File: config.mk
export PLATFORM = sky130hd
export DESIGN_NAME = rsqsw_top
export DESIGN_NICKNAME = d
export VERILOG_FILES = /design/src/hdl/rsqsw_pkg.sv /design/src/hdl/rsqsw_sync.sv /design/src/hdl/rsqsw_top.sv
export SDC_FILE = /design/constraint.sdc
export NUM_CORES = 1
export LEC_CHECK = 0
export BUFFER_PORTS_ARGS = -buffer_cell sky130_fd_sc_hd__buf_4
export CELL_PAD_IN_SITES_DETAIL_PLACEMENT = 2
export CELL_PAD_IN_SITES_GLOBAL_PLACEMENT = 2
export CORE_MARGIN = 3
export CORE_UTILIZATION = 34
export DETAILED_ROUTE_END_ITERATION = 10
export GPL_ROUTABILITY_DRIVEN = 0
export GPL_TIMING_DRIVEN = 0
export PLACE_DENSITY = 0.83
export SKIP_CTS_REPAIR_TIMING = 1
export SLEW_MARGIN = 5
export SYNTH_ARGS = -nofsm -noshare
export SYNTH_HDL_FRONTEND = slang
export SYNTH_SLANG_ARGS = --single-unit
File: constraint.sdc
create_clock -name REF_CLK -period 2.7 [get_ports REF_CLK]
set_input_delay 0.135 -clock REF_CLK [delete_from_list [all_inputs] [get_ports REF_CLK]]
set_output_delay 0.135 -clock REF_CLK [all_outputs]
set_load 0.01 [all_outputs]
File: src/hdl/rsqsw_pkg.sv
// Register map, field layout and timing constants of the reset sequencer
package rsqsw_pkg;
    localparam int          RSQ_NRST      = 10;
    localparam int          RSQ_AW        = 8;
    localparam int          RSQ_DW        = 32;
    localparam logic [7:0]  OFS_STATUS    = 8'h00;
    localparam logic [7:0]  OFS_IRQ_EN    = 8'h04;
    localparam logic [7:0]  OFS_CONTROL   = 8'h08;
    localparam logic [7:0]  OFS_ENTRY_EN  = 8'h0C;
    localparam logic [7:0]  OFS_BRINGUP   = 8'h10;
    localparam logic [7:0]  OFS_OVERRIDE  = 8'h14;
    localparam logic [7:0]  OFS_MASK      = 8'h18;
    localparam int          ST_ACTIVE     = 31;
    localparam int          ST_AWAIT      = 30;
    localparam int          ST_DWAIT      = 29;
    localparam int          ST_SRC_LSB    = 2;
    localparam int          ST_SWDONE     = 1;
    localparam int          ST_POR        = 0;
    localparam int          CTL_ENT_SW    = 2;
    localparam int          CTL_BU_SW     = 1;
    localparam int          CTL_GO        = 0;
    localparam int          OVR_TRIG_LSB  = 16;
    localparam logic [31:0] STATUS_RST    = 32'h0000_0001;
    localparam logic [31:0] STATUS_RW1C   = 32'h6000_0FFF;
    localparam logic [31:0] IRQ_EN_MASK   = 32'h6000_0FFF;
    localparam logic [2:0]  CONTROL_RST   = 3'h0;
    localparam logic [9:0]  ENTRY_EN_RST  = 10'h000;
    localparam logic [9:0]  BRINGUP_RST   = 10'h3FF;
    localparam logic [9:0]  MASK_RST      = 10'h000;
    localparam logic [9:0]  OUT_RST       = 10'h000;
    localparam int          CLK_PERIOD_PS = 4000;
    localparam int          STEP_DELAY_PS = 100000;
    localparam int          STEP_CYC      =
        (STEP_DELAY_PS + CLK_PERIOD_PS - 1) / CLK_PERIOD_PS;
    localparam int          TMR_W         = 8;
endpackage

File: src/hdl/rsqsw_sync.sv
// Two-stage synchroniser for the asynchronous reset source inputs
`timescale 1ns/1ps
module rsqsw_sync
    import rsqsw_pkg::*;
#(
    parameter int W = RSQ_NRST
) (
    input  wire logic         clk,
    input  wire logic         srst,
    input  wire logic [W-1:0] async_in,
    output logic      [W-1:0] sync_out
);
    logic [W-1:0] meta_reg;
    logic [W-1:0] sync_reg;

    always_ff @(posedge clk) begin
        if (srst) begin
            meta_reg <= '0;
            sync_reg <= '0;
        end else begin
            meta_reg <= async_in;
            sync_reg <= meta_reg;
        end
    end

    assign sync_out = sync_reg;
endmodule

File: src/hdl/rsqsw_top.sv
// Software control part of the reset sequencer: registers, steps, overrides
//
// How it works
// - Stepped bring-up sets the de-asserted-waiting flag at each step enabled in the bring-up enable register
// - Bring-up stepping enables reset to all ones
// - A bring-up wait holds until software clears the waiting flag
// - Override value one asserts an output, zero de-asserts it
// - Override touches only outputs whose trigger bit is set in that write
// - A masked output is not asserted by an assertion sequence
// - Masking never de-asserts an output already asserted
// - Status bit one flags a completed software reset; cleared by one
// - Entry starts on software trigger or any asserted source
// - Interrupt request raised only for enabled events
// - Bring-up starts once entry is done and no source is asserted
// - Stepped entry stops at selected steps, sets bit thirty, interrupts
// - Clearing bit thirty resumes; next selected step interrupts again
// - Stepped bring-up uses the bring-up enable, selection and flag
// - Flags clear on written ones; reset clears all but power-on
// - Status bit thirty-one reads one while a sequence runs
// - Stepped phases ignore the step timer; selected steps wait for software, others advance every cycle
//
// Added by the designer: the plain strobed port.
`timescale 1ns/1ps
module rsqsw_top
    import rsqsw_pkg::*;
#(
    parameter int N_RST     = RSQ_NRST,
    parameter int STEP_CYCS = STEP_CYC
) (
    input  wire logic              REF_CLK,
    input  wire logic              SRST,
    input  wire logic [RSQ_AW-1:0] ADDR,
    input  wire logic [RSQ_DW-1:0] WDATA,
    input  wire logic              WR,
    input  wire logic              RD,
    output logic      [RSQ_DW-1:0] RDATA,
    input  wire logic [N_RST-1:0]  INDEXED_RESET_SOURCE,
    output logic      [N_RST-1:0]  SEQUENCED_RESET_OUTPUT,
    output logic                   IRQ
);
    typedef enum {
        SQ_IDLE,
        SQ_ASRT,
        SQ_AWAIT,
        SQ_HOLD,
        SQ_DSRT,
        SQ_DWAIT
    } rsqsw_state_type;

    localparam logic [3:0]       LAST_IDX = 4'(N_RST - 1);
    localparam logic [TMR_W-1:0] TMR_LOAD = TMR_W'(STEP_CYCS - 1);

    function automatic logic hit(input logic [RSQ_AW-1:0] a,
                                 input logic [7:0] ofs);
        hit = (a == RSQ_AW'(ofs));
    endfunction

    function automatic logic [N_RST-1:0] one_hot(input logic [3:0] i);
        one_hot = N_RST'(1) << i;
    endfunction

    rsqsw_state_type  st_reg;
    rsqsw_state_type  st_next;
    logic [3:0]       idx_reg;
    logic [3:0]       idx_next;
    logic [TMR_W-1:0] tmr_reg;
    logic [TMR_W-1:0] tmr_next;
    logic [31:0]      status_reg;
    logic [31:0]      status_next;
    logic [31:0]      irq_en_reg;
    logic [2:0]       ctl_reg;
    logic [N_RST-1:0] ent_en_reg;
    logic [N_RST-1:0] bu_en_reg;
    logic [N_RST-1:0] mask_reg;
    logic [N_RST-1:0] out_reg;
    logic [N_RST-1:0] out_next;
    logic             sw_pend_reg;
    logic             sw_pend_next;
    logic             irq_reg;
    logic [31:0]      rdata_reg;
    logic [N_RST-1:0] src_sync;
    logic [N_RST-1:0] src_prev_reg;

    rsqsw_sync #(
        .W (N_RST)
    ) u_sync (
        .clk      (REF_CLK),
        .srst     (SRST),
        .async_in (INDEXED_RESET_SOURCE),
        .sync_out (src_sync)
    );

    wire              wr_status = WR && hit(ADDR, OFS_STATUS);
    wire              wr_irq_en = WR && hit(ADDR, OFS_IRQ_EN);
    wire              wr_ctl    = WR && hit(ADDR, OFS_CONTROL);
    wire              wr_ent    = WR && hit(ADDR, OFS_ENTRY_EN);
    wire              wr_bu     = WR && hit(ADDR, OFS_BRINGUP);
    wire              wr_ovr    = WR && hit(ADDR, OFS_OVERRIDE);
    wire              wr_mask   = WR && hit(ADDR, OFS_MASK);
    wire              sw_go     = wr_ctl && WDATA[CTL_GO];
    wire              ent_sw    = ctl_reg[CTL_ENT_SW];
    wire              bu_sw     = ctl_reg[CTL_BU_SW];
    wire              active    = (st_reg != SQ_IDLE);
    wire              tmr_done  = (tmr_reg == '0);
    wire              last_idx  = (idx_reg == LAST_IDX);
    wire [N_RST-1:0]  cur_bit   = one_hot(idx_reg);
    wire [N_RST-1:0]  ovr_trig  = WDATA[OVR_TRIG_LSB +: N_RST];
    wire [N_RST-1:0]  ovr_val   = WDATA[N_RST-1:0];
    wire [N_RST-1:0]  src_rise  = src_sync & ~src_prev_reg;
    wire [31:0]       w1c       = wr_status ? (WDATA & STATUS_RW1C) : '0;
    // Stepped phases skip the timer entirely
    wire              a_go      = ent_sw || tmr_done;
    wire              d_go      = bu_sw || tmr_done;
    wire              a_stop    = ent_sw && ent_en_reg[idx_reg];
    wire              d_stop    = bu_sw && bu_en_reg[idx_reg];
    wire              seq_set   = (st_reg == SQ_ASRT) && a_go;
    wire              seq_clr   = (st_reg == SQ_DSRT) && d_go;

    always_comb begin
        st_next      = st_reg;
        idx_next     = idx_reg;
        tmr_next     = tmr_reg;
        sw_pend_next = sw_pend_reg;
        status_next  = status_reg & ~w1c;
        status_next[ST_SRC_LSB +: N_RST] =
            status_next[ST_SRC_LSB +: N_RST] | src_rise;
        case (st_reg)
            SQ_IDLE: begin
                tmr_next = TMR_LOAD;
                idx_next = '0;
                if (sw_go || (src_sync != '0)) begin
                    st_next      = SQ_ASRT;
                    sw_pend_next = sw_go;
                end
            end
            SQ_ASRT: begin
                if (!a_go) begin
                    tmr_next = tmr_reg - TMR_W'(1);
                end else begin
                    tmr_next = TMR_LOAD;
                    if (a_stop) begin
                        status_next[ST_AWAIT] = 1'b1;
                        st_next = SQ_AWAIT;
                    end else if (last_idx) begin
                        st_next = SQ_HOLD;
                    end else begin
                        idx_next = idx_reg + 4'h1;
                    end
                end
            end
            SQ_AWAIT: begin
                if (!status_reg[ST_AWAIT]) begin
                    if (last_idx) begin
                        st_next = SQ_HOLD;
                    end else begin
                        idx_next = idx_reg + 4'h1;
                        st_next  = SQ_ASRT;
                    end
                end
            end
            SQ_HOLD: begin
                if (src_sync == '0) begin
                    idx_next = '0;
                    st_next  = SQ_DSRT;
                end
            end
            SQ_DSRT: begin
                if (!d_go) begin
                    tmr_next = tmr_reg - TMR_W'(1);
                end else begin
                    tmr_next = TMR_LOAD;
                    if (d_stop) begin
                        status_next[ST_DWAIT] = 1'b1;
                        st_next = SQ_DWAIT;
                    end else if (last_idx) begin
                        st_next = SQ_IDLE;
                    end else begin
                        idx_next = idx_reg + 4'h1;
                    end
                end
            end
            SQ_DWAIT: begin
                if (!status_reg[ST_DWAIT]) begin
                    if (last_idx) begin
                        st_next = SQ_IDLE;
                    end else begin
                        idx_next = idx_reg + 4'h1;
                        st_next  = SQ_DSRT;
                    end
                end
            end
            default: begin
                st_next = SQ_IDLE;
            end
        endcase
        if ((st_reg != SQ_IDLE) && (st_next == SQ_IDLE)) begin
            status_next[ST_SWDONE] = sw_pend_reg | status_next[ST_SWDONE];
            sw_pend_next = 1'b0;
        end
    end

    always_comb begin
        out_next = out_reg;
        if (seq_set && !mask_reg[idx_reg]) begin
            out_next = out_reg | cur_bit;
        end
        if (seq_clr) begin
            out_next = out_reg & ~cur_bit;
        end
        if (wr_ovr) begin
            out_next = (out_next & ~ovr_trig) | (ovr_val & ovr_trig);
        end
    end

    wire [31:0] rd_mux =
        hit(ADDR, OFS_STATUS)   ? {active, status_reg[30:0]} :
        hit(ADDR, OFS_IRQ_EN)   ? irq_en_reg :
        hit(ADDR, OFS_CONTROL)  ? {29'h0, ctl_reg[2:1], 1'b0} :
        hit(ADDR, OFS_ENTRY_EN) ? 32'(ent_en_reg) :
        hit(ADDR, OFS_BRINGUP)  ? 32'(bu_en_reg) :
        hit(ADDR, OFS_MASK)     ? 32'(mask_reg) :
        32'h0;

    always_ff @(posedge REF_CLK) begin
        if (SRST) begin
            st_reg      <= SQ_IDLE;
            idx_reg     <= '0;
            tmr_reg     <= '0;
            sw_pend_reg <= 1'b0;
            status_reg  <= STATUS_RST;
            out_reg     <= OUT_RST;
            irq_reg     <= 1'b0;
            rdata_reg   <= '0;
            src_prev_reg <= '0;
        end else begin
            st_reg      <= st_next;
            idx_reg     <= idx_next;
            tmr_reg     <= tmr_next;
            sw_pend_reg <= sw_pend_next;
            status_reg  <= status_next;
            out_reg     <= out_next;
            irq_reg     <= |(status_reg & irq_en_reg);
            rdata_reg   <= RD ? rd_mux : '0;
            src_prev_reg <= src_sync;
        end
    end

    always_ff @(posedge REF_CLK) begin
        if (SRST) begin
            irq_en_reg <= '0;
            ctl_reg    <= CONTROL_RST;
            ent_en_reg <= ENTRY_EN_RST;
            bu_en_reg  <= BRINGUP_RST;
            mask_reg   <= MASK_RST;
        end else begin
            if (wr_irq_en) begin
                irq_en_reg <= WDATA & IRQ_EN_MASK;
            end
            if (wr_ctl) begin
                ctl_reg <= {WDATA[CTL_ENT_SW], WDATA[CTL_BU_SW], 1'b0};
            end
            if (wr_ent) begin
                ent_en_reg <= WDATA[N_RST-1:0];
            end
            if (wr_bu) begin
                bu_en_reg <= WDATA[N_RST-1:0];
            end
            if (wr_mask) begin
                mask_reg <= WDATA[N_RST-1:0];
            end
        end
    end

    assign RDATA                  = rdata_reg;
    assign SEQUENCED_RESET_OUTPUT = out_reg;
    assign IRQ                    = irq_reg;

    // Checks
    a_bringup_rst_val: assert property (
        @(posedge REF_CLK) $fell(SRST) |-> bu_en_reg == BRINGUP_RST)
        else $error("bring-up enable not all ones after reset");

    a_override_apply: assert property (
        @(posedge REF_CLK) disable iff (SRST)
        wr_ovr |=> ((out_reg & $past(ovr_trig)) ==
                    ($past(ovr_val) & $past(ovr_trig))))
        else $error("override value not applied");

    a_override_keep: assert property (
        @(posedge REF_CLK) disable iff (SRST)
        (wr_ovr && !seq_set && !seq_clr) |=>
        ((out_reg & ~$past(ovr_trig)) == ($past(out_reg) & ~$past(ovr_trig))))
        else $error("untriggered output changed");

    a_mask_blocks: assert property (
        @(posedge REF_CLK) disable iff (SRST)
        (seq_set && !wr_ovr && mask_reg[idx_reg] && !out_reg[idx_reg])
        |=> !out_reg[$past(idx_reg)])
        else $error("masked output asserted");

    a_no_early_clear: assert property (
        @(posedge REF_CLK) disable iff (SRST)
        (!wr_ovr && !seq_clr) |=> (($past(out_reg) & ~out_reg) == '0))
        else $error("output de-asserted outside bring-up");

    a_dwait_holds: assert property (
        @(posedge REF_CLK) disable iff (SRST)
        (st_reg == SQ_DWAIT && status_reg[ST_DWAIT]) |=> st_reg == SQ_DWAIT)
        else $error("bring-up advanced while flag set");

    a_await_holds: assert property (
        @(posedge REF_CLK) disable iff (SRST)
        (st_reg == SQ_AWAIT && status_reg[ST_AWAIT]) |=> st_reg == SQ_AWAIT)
        else $error("entry advanced while flag set");

    a_entry_flag: assert property (
        @(posedge REF_CLK) disable iff (SRST)
        (st_reg == SQ_ASRT && a_go && a_stop) |=>
        (status_reg[ST_AWAIT] && st_reg == SQ_AWAIT))
        else $error("stepped entry did not stop and flag");

    a_entry_start: assert property (
        @(posedge REF_CLK) disable iff (SRST)
        (st_reg == SQ_IDLE && (sw_go || src_sync != '0)) |=> st_reg == SQ_ASRT)
        else $error("entry did not start");

    a_bringup_start: assert property (
        @(posedge REF_CLK) disable iff (SRST)
        (st_reg == SQ_HOLD && src_sync == '0) |=> st_reg == SQ_DSRT)
        else $error("bring-up did not start");

    a_active_read: assert property (
        @(posedge REF_CLK) disable iff (SRST)
        (RD && hit(ADDR, OFS_STATUS)) |=> RDATA[ST_ACTIVE] == $past(active))
        else $error("active bit wrong");

    a_irq_or: assert property (
        @(posedge REF_CLK) disable iff (SRST)
        ((status_reg & irq_en_reg) != '0) [*2] |-> IRQ)
        else $error("interrupt missing for enabled flag");

    c_entry_step: cover property (
        @(posedge REF_CLK) disable iff (SRST) st_reg == SQ_AWAIT);
    c_bringup_step: cover property (
        @(posedge REF_CLK) disable iff (SRST) st_reg == SQ_DWAIT);
    c_sw_done: cover property (
        @(posedge REF_CLK) disable iff (SRST) $rose(status_reg[ST_SWDONE]));
    c_override: cover property (
        @(posedge REF_CLK) disable iff (SRST) wr_ovr && ovr_trig != '0);
endmodule
Word-level counts from Yosys, hierarchy flattened. Cells that the tools add are included.

Multiplexer cells: 48. Bitwise gates (word level): 15. Add/subtract/negate cells: 2. Shift-type cells: 1. Equality and inequality tests: 21. Order comparisons: 1. Reductions and logical operators: 32.

Operators with widths (count): $mux W32 (11); $pmux W32 S6 (1); $eq A32 B2 Y1 const B (3); $mux W10 (7); $eq A32 B3 Y1 const B (2); $logic_not A32 Y1 (2); $mux W31 (2); $and A10 B10 Y10 (4); $and A32 B31 Y32 (1); $and A32 B32 Y32 (1); $eq A32 B1 Y1 const B (1); $eq A32 B4 Y1 const B (1); $mux W4 (8); $not A31 Y32 (1); $reduce_bool A32 Y1 (1); $reduce_or A32 Y1 (1); $not A10 Y10 (3); $or A10 B10 Y10 (3); $eq A8 B5 Y1 const B (3); $pmux W4 S6 (1); $pmux W8 S3 (1); $eq A8 B4 Y1 const B (2); $logic_not A8 Y1 (2); $mux W8 (2); 23 further kinds (56).

Register bits: 196.

Logic depth before layout (Yosys ltp). Gate-level depths: netlist of run 1.

Depth after elaboration: 9. Mapped depth: 10.

Modules after synthesis. Synthesis of run 1 repeated with hierarchy kept, for this count alone.

Cells, all modules: 753. Area total of the unflattened synthesis: 6841.6 sq um.

By module, submodules not included: rsqsw_top (area each 6223.5 sq um, instances 1, cells each 711); rsqsw_sync (area each 618.1 sq um, instances 1, cells each 42).

Least setup slack after synthesis of run 1. OpenSTA, ideal clock, no wires.

Path type: reg2reg. From: register idx_reg[1]. To: register idx_reg[3]. Clock period less this slack: 2.356 ns. Stages on the path, launching flop included: 11. Data arrival time: 2.286 ns. Slack: 0.344 ns. Cells stage by stage: dfxtp_1 -> buf_2 -> inv_1 -> ha_1 -> nand3_1 -> o21ai_0 -> a311oi_1 -> and4_1 -> buf_4 -> or4b_1 -> a21oi_1.

Longest elaborated chain between the ends: 5.

Ends and longest elaborated chain: from (decl) (RTL line rsqsw_top.sv:64) `logic [3:0] idx_reg;`; from (signal assigned) (RTL line rsqsw_top.sv:237) `idx_reg <= idx_next;`; $add A4 B1 Y4 (tied with other cells); $mux W4 (tied with other cells); $mux W4 (tied with other cells) (RTL line rsqsw_top.sv:172) `if (d_stop) begin`; $mux W4 (tied with other cells) (RTL line rsqsw_top.sv:168) `if (!d_go) begin`; $pmux W4 S6 / $reduce_and A8 Y1 (equally long branches).

Several ways; a longest one is shown, not always the timed one. The select of a mux whose other input is x is not followed. A chain may end at the register's enable or synchronous reset.

Worst setup path after layout of run 1.
From: register idx_reg[0]. To: register idx_reg[3].

Same word-level chain as after synthesis.

==> impl_metrics.json, run 1 <==
{
  "status": "finished, violations left",
  "violations": "design-rule violations, negative hold slack",
  "cp_max_fo": 6,
  "core_area_um2": 18900,
  "hold_class": "primary input to register",
  "n_antenna_cell": 0,
  "synthArstFlopShare_pct": 0,
  "initial_utilization_pct": 34.9,
  "grt_max_degree": 17,
  "post-dp-hpwl_um": 17500,
  "die_area_um2": 21100,
  "drtAntennaViolNets": 0,
  "drt-total-wl_um": 25100,
  "synthFlopType": "dfxtp_1",
  "grt_pass1_wl_um": 38000,
  "wire_per_inst_um": 21.6,
  "ys_types": 61,
  "clockBufferDepth": 2,
  "rows": 50,
  "period_share_pct": 95.4,
  "io_buffers": 71,
  "synth-edff-count": 0,
  "hold_ws_ns": -0.00530,
  "drive_above_1_share_pct": 16.7,
  "num_vias": 6244,
  "grt_overflow_total": 0,
  "clock.fmax_mhz": 388,
  "top_layer": "met4",
  "finalClockSkew_ns": 0.0145,
  "vias_per_cell": 5.36,
  "hold_viol": 1,
  "synth_top_area_share_pct": 48.9,
  "worst-setup-path-type": "register to register",
  "cts.sinks": 161,
  "mostFrequentLayoutCells": "159 x dfxtp_1, 113 x nand2_1, 91 x buf_4",
  "crit_arrival_ns": 2.92,
  "cp-end-kind": "register",
  "post_dp_cell_area_um2": 7620,
  "synthCells": 740,
  "setup_viol": 0,
  "maxCapViolCount": 0,
  "synth_area_leaders": "dfxtp_1 49%, nand2_1 6.4%, a21oi_1 4.9%",
  "wl_met2_um": 13000,
  "cts_buffers": 17,
  "p_per_area_nw_per_um2": 615,
  "tns_ns": 0,
  "total_power_uw": 5210,
  "grtUsageTotal_pct": 23.0,
  "synth_area_per_cell_um2": 8.91,
  "slew_headroom_pct": 22.5,
  "die_y_um": 145,
  "dieWidth_um": 145,
  "first_iter_violations": 308,
  "yosysWarnings": 0,
  "ios": 97,
  "htreeDepth": 4,
  "period_minus_slack_ns": 2.57,
  "p_leak_uw": 0.00322,
  "required_ns": 3.05,
  "drc": 2,
  "wl_met1_um": 10500,
  "wl_met3_um": 975,
  "slew_viol_final": 0,
  "cp-start-kind": "register",
  "synth-seq-cells": 161,
  "root_buffer": "clkbuf_16",
  "syn_to_final_growth_pct": 28.6,
  "vdd_ir_drop_max_mv": 0.461,
  "grt_pass1_vias": 6600,
  "ys_seq_area_share_pct": 48.9,
  "layout_commonest_cell": "dfxtp_1",
  "worst_slew_pin_slew_ns": 1.15,
  "final_design_area_no_fill_um2": 8480,
  "rsz0062_at_grt": "yes",
  "layout.nets": 953,
  "first_pass_iters": 8,
  "cts_tree": "done",
  "clk_pin_slew_worst_paths_ns": 0.06,
  "grt_antenna_before_repair": 0,
  "synth_top_area_cell": "dfxtp_1",
  "largest_reg_flops": 32,
  "worstSkewPairLatency_ns": 0.44,
  "syn-cell-area_um2": 6590
}
## cells by family (layout without fill, tap and decap cells)
group / count (synthesis) / count (layout) / synth area share [%]
other: 1 / 46 / 0.0569
multiplexers: 19 / 19 / 3.72
XOR/XNOR: 1 / 1 / 0.133
flip-flops: 161 / 161 / 48.9
adder cells (fa/ha/maj): 7 / 7 / 1.33
buffers and inverters: 71 / 190 / 5.24
AO/OA/AOI/OAI: 159 / 159 / 16.1
AND/OR/NAND/NOR: 321 / 321 / 24.5
## critical path, stage by stage, from the launching register on
cell and delay (ns):
dfxtp_4 0.40, mux4_2 0.54, or2_0 0.27, a31oi_4 0.21, or3_1 0.16, and4_1 0.18, buf_4 0.14, or4b_1 0.43
a21oi_1 0.16
## area by class of cell
| cell class | instances | area (um2) |
|---|---|---|
| plain buffers | 61 | 317 |
| clock buffers | 21 | 480 |
| clock inverters | 10 | 125 |
| fillers | 2114 | 10400 |
| inverters | 10 | 37.5 |
| multi-input cells | 553 | 3260 |
| flip-flops and latches | 161 | 3230 |
| well taps | 260 | 325 |
| repair buffers | 88 | 698 |
## through the flow
step                      hold WS, ns  util (%)  cells  setup slack [ns]
after global placement          0.347      40.3   1116            -0.170
final                        -0.00530      44.9   1164             0.125
after detailed placement        0.355      40.3   1116            -0.209
after global routing          0.00541      44.9   1164           -0.0252
after floorplan                 0.256         -    785             0.344
after CTS                     -0.0888      43.5   1147            -0.253
## synth_stat cells, types with 5 or more instances
cell / instances
dfxtp_1: 161
nand2_1: 113
a21oi_1: 65
nor2_1: 50
nor2b_1: 50
clkbuf_1: 38
nand3_1: 30
a22oi_1: 21
buf_4: 18
a31oi_1: 15
nor4_1: 12
mux2i_1: 11
nand3b_1: 11
o21ai_0: 10
and3_1: 9
nor3_1: 9
a221o_1: 8
inv_1: 8
ha_1: 7
nand2b_1: 6
a221oi_1: 5
a222oi_1: 5
nand4_1: 5
nor3b_1: 5
or3_1: 5
## where the power goes
part           switching [uW]  total [uW]  internal [uW]
Sequential               29.5        2450           2420
Clock                    1030        2500           1470
Combinational             152         260            109
## worst paths after layout
check	slack, ns	cells past startpoint	end	from
min	-0.005	3	SEQUENCED_RESET_OUTPUT[1]	WDATA[17]
max reg2reg	0.13	8	idx_reg[3]	idx_reg[0]
min reg2reg	0.45	1	u_sync.sync_out[7]	u_sync.meta_reg[7]
max	0.13	8	idx_reg[3]	idx_reg[0]
## routing by layer
metal  up-vias  track usage [%]
li1       2866                -
met1      3172             27.8
met2       162             40.6
met3        44             4.50
met4         0             8.36
met5         -                0
(Power assumes the default switching activity.)
==> inputs of run 2 (changes only) <==
Settings changed: RECOVER_POWER set to 50, SLEW_MARGIN 5 to 25.
==> run 2 against run 1 <==
Effect of this change: the run ends with negative hold slack left; sequential power about the same; critical endpoint unchanged; maximum frequency decreased by 0.14%; die area unchanged; power decreased by 0.12%; wire length about the same; sequential share of layout area increased by 0.50 points.
==> impl_metrics.json, run 2 (same netlist as run 1, synthesis figures left out) <==
{
  "initial_utilization_pct": 34.9,
  "drc": 0,
  "hold_class": "primary input to register",
  "grt_busiest_layer": "met2",
  "post-dp-hpwl_um": 17500,
  "grtUsageTotal_pct": 23.0,
  "reg2reg_depth": 8,
  "n_antenna_cell": 0,
  "setup_viol": 0,
  "clk_pin_slew_worst_paths_ns": 0.06,
  "violations": "negative hold slack",
  "crit_chain": "mux4_2 > or2_0 > a31oi_4 > or3_1 > and4_1 > buf_4 > or4b_1 > a21oi_1",
  "grt_util_met1_pct": 27.8,
  "rows": 50,
  "layout.nets": 953,
  "cp-end-kind": "register",
  "mostFrequentLayoutCells": "159 x dfxtp_1, 113 x nand2_1, 67 x clkbuf_1",
  "endpoint": "idx_reg[3]",
  "cts.sinks": 161,
  "cp-start-kind": "register",
  "hold_ws_ns": -0.00897,
  "cts_tree": "done",
  "maxCapViolCount": 0,
  "cts_buffers": 17,
  "cp_max_fo": 6,
  "vdd_ir_drop_max_mv": 0.461,
  "placedCellCount": 1116,
  "fin_ws_ns": 0.122,
  "period_minus_slack_ns": 2.58,
  "crit_slowest_cell": "mux4_2",
  "rr_startpoint": "idx_reg[0]",
  "grt_antenna_before_repair": 0,
  "final_cells": 1164,
  "grt_overflow_total": 0,
  "first_pass_iters": 5,
  "crit_arrival_ns": 2.93,
  "worst-setup-path-type": "register to register",
  "core_area_um2": 18900,
  "root_buffer": "clkbuf_16",
  "ios": 97,
  "dieWidth_um": 145,
  "final_design_area_no_fill_um2": 8370,
  "worstSkewPairLatency_ns": 0.44,
  "cpPeakStageDelay_ns": 0.54,
  "drt-total-wl_um": 25100,
  "grtUsageMet2_pct": 40.6,
  "startpoint": "idx_reg[0]",
  "num_vias": 6196,
  "p_per_area_nw_per_um2": 622,
  "slew_headroom_pct": 22.3,
  "worst_slew_pin_slew_ns": 1.15,
  "hold_viol": 2,
  "tns_ns": 0,
  "drive_above_1_share_pct": 13.5,
  "first_iter_violations": 331,
  "use_met3_pct": 4.50,
  "p_leak_uw": 0.00310,
  "grt_pass1_wl_um": 38000,
  "grt_max_degree": 17,
  "r2r_end": "idx_reg[3]",
  "status": "finished, violations left",
  "layout_commonest_cell": "dfxtp_1",
  "vias_per_cell": 5.32,
  "clock.fmax_mhz": 388,
  "htreeDepth": 4,
  "largest_reg_flops": 32,
  "wire_per_inst_um": 21.6,
  "slew_viol_final": 0,
  "total_power_uw": 5210,
  "finalClockSkew_ns": 0.0139,
  "period_share_pct": 95.5,
  "grt_pass1_vias": 6600,
  "syn_to_final_growth_pct": 27.0,
  "rsz0062_at_grt": "yes",
  "die_area_um2": 21100,
  "place_ws_ns": -0.209,
  "required_ns": 3.05,
  "post_dp_cell_area_um2": 7620,
  "die_y_um": 145,
  "io_buffers": 71,
  "clockBufferDepth": 2,
  "reg2reg_slack_ns": 0.12,
  "drtAntennaViolNets": 0
}
[run 2: changes by cell type in the layout (fill, tap and decap cells not counted), sizes merged]
cell | before | now
buf | 95 | 66
clkbuf | 60 | 89
[run 2: critical path, delay by kind of cell, from the launching register on]
kind                   cells  cell delay (ns)
buffers and inverters      1             0.14
AOI/OAI and AO/OA          2             0.37
and+or+nand+nor            4             1.04
muxes                      1             0.54
DFF                        1             0.41
[run 2: power by group]
group          leakage (uW)  internal [uW]  total (uW)  switching (uW)
logic               0.00148            106         258             151
registers           0.00132           2420        2450            29.3
clock network      0.000296           1470        2500            1030
total               0.00310           4000        5210            1210
[run 2: worst min path at each step]
stage	from	endpoint	slack, ns	depth (start not counted)
after floorplan	WDATA[0]	bu_en_reg[0]	0.26	2
after global placement	INDEXED_RESET_SOURCE[9]	u_sync.meta_reg[9]	0.35	2
after detailed placement	INDEXED_RESET_SOURCE[8]	u_sync.meta_reg[8]	0.36	2
after CTS	INDEXED_RESET_SOURCE[8]	u_sync.meta_reg[8]	-0.09	2
after global routing	WDATA[17]	SEQUENCED_RESET_OUTPUT[1]	0.005	3
final	WDATA[17]	SEQUENCED_RESET_OUTPUT[1]	-0.009	3
[run 2: area by class of cell]
type                       count  area [um2]
inverter                      10        37.5
tap                          260         325
sequential                   161        3230
clock buffer                  21         480
clock inverter                10         125
buffer                        61         317
timing repair buffer          88         589
fill                        2147       10500
multi-input combinational    553        3260
[run 2: metrics by stage]
stage | hold slack (ns) | utilization [%]
after floorplan | 0.256 | -
after global placement | 0.347 | 40.3
after detailed placement | 0.355 | 40.3
after CTS | -0.0888 | 43.5
after global routing | 0.00541 | 44.3
final | -0.00897 | 44.3
[run 2: layer usage]
layer | routed length (um) | part of all wire [%]
met5 | 0 | 0
met4 | 718 | 2.9
met3 | 982 | 3.9
met2 | 13000 | 52
met1 | 10500 | 42
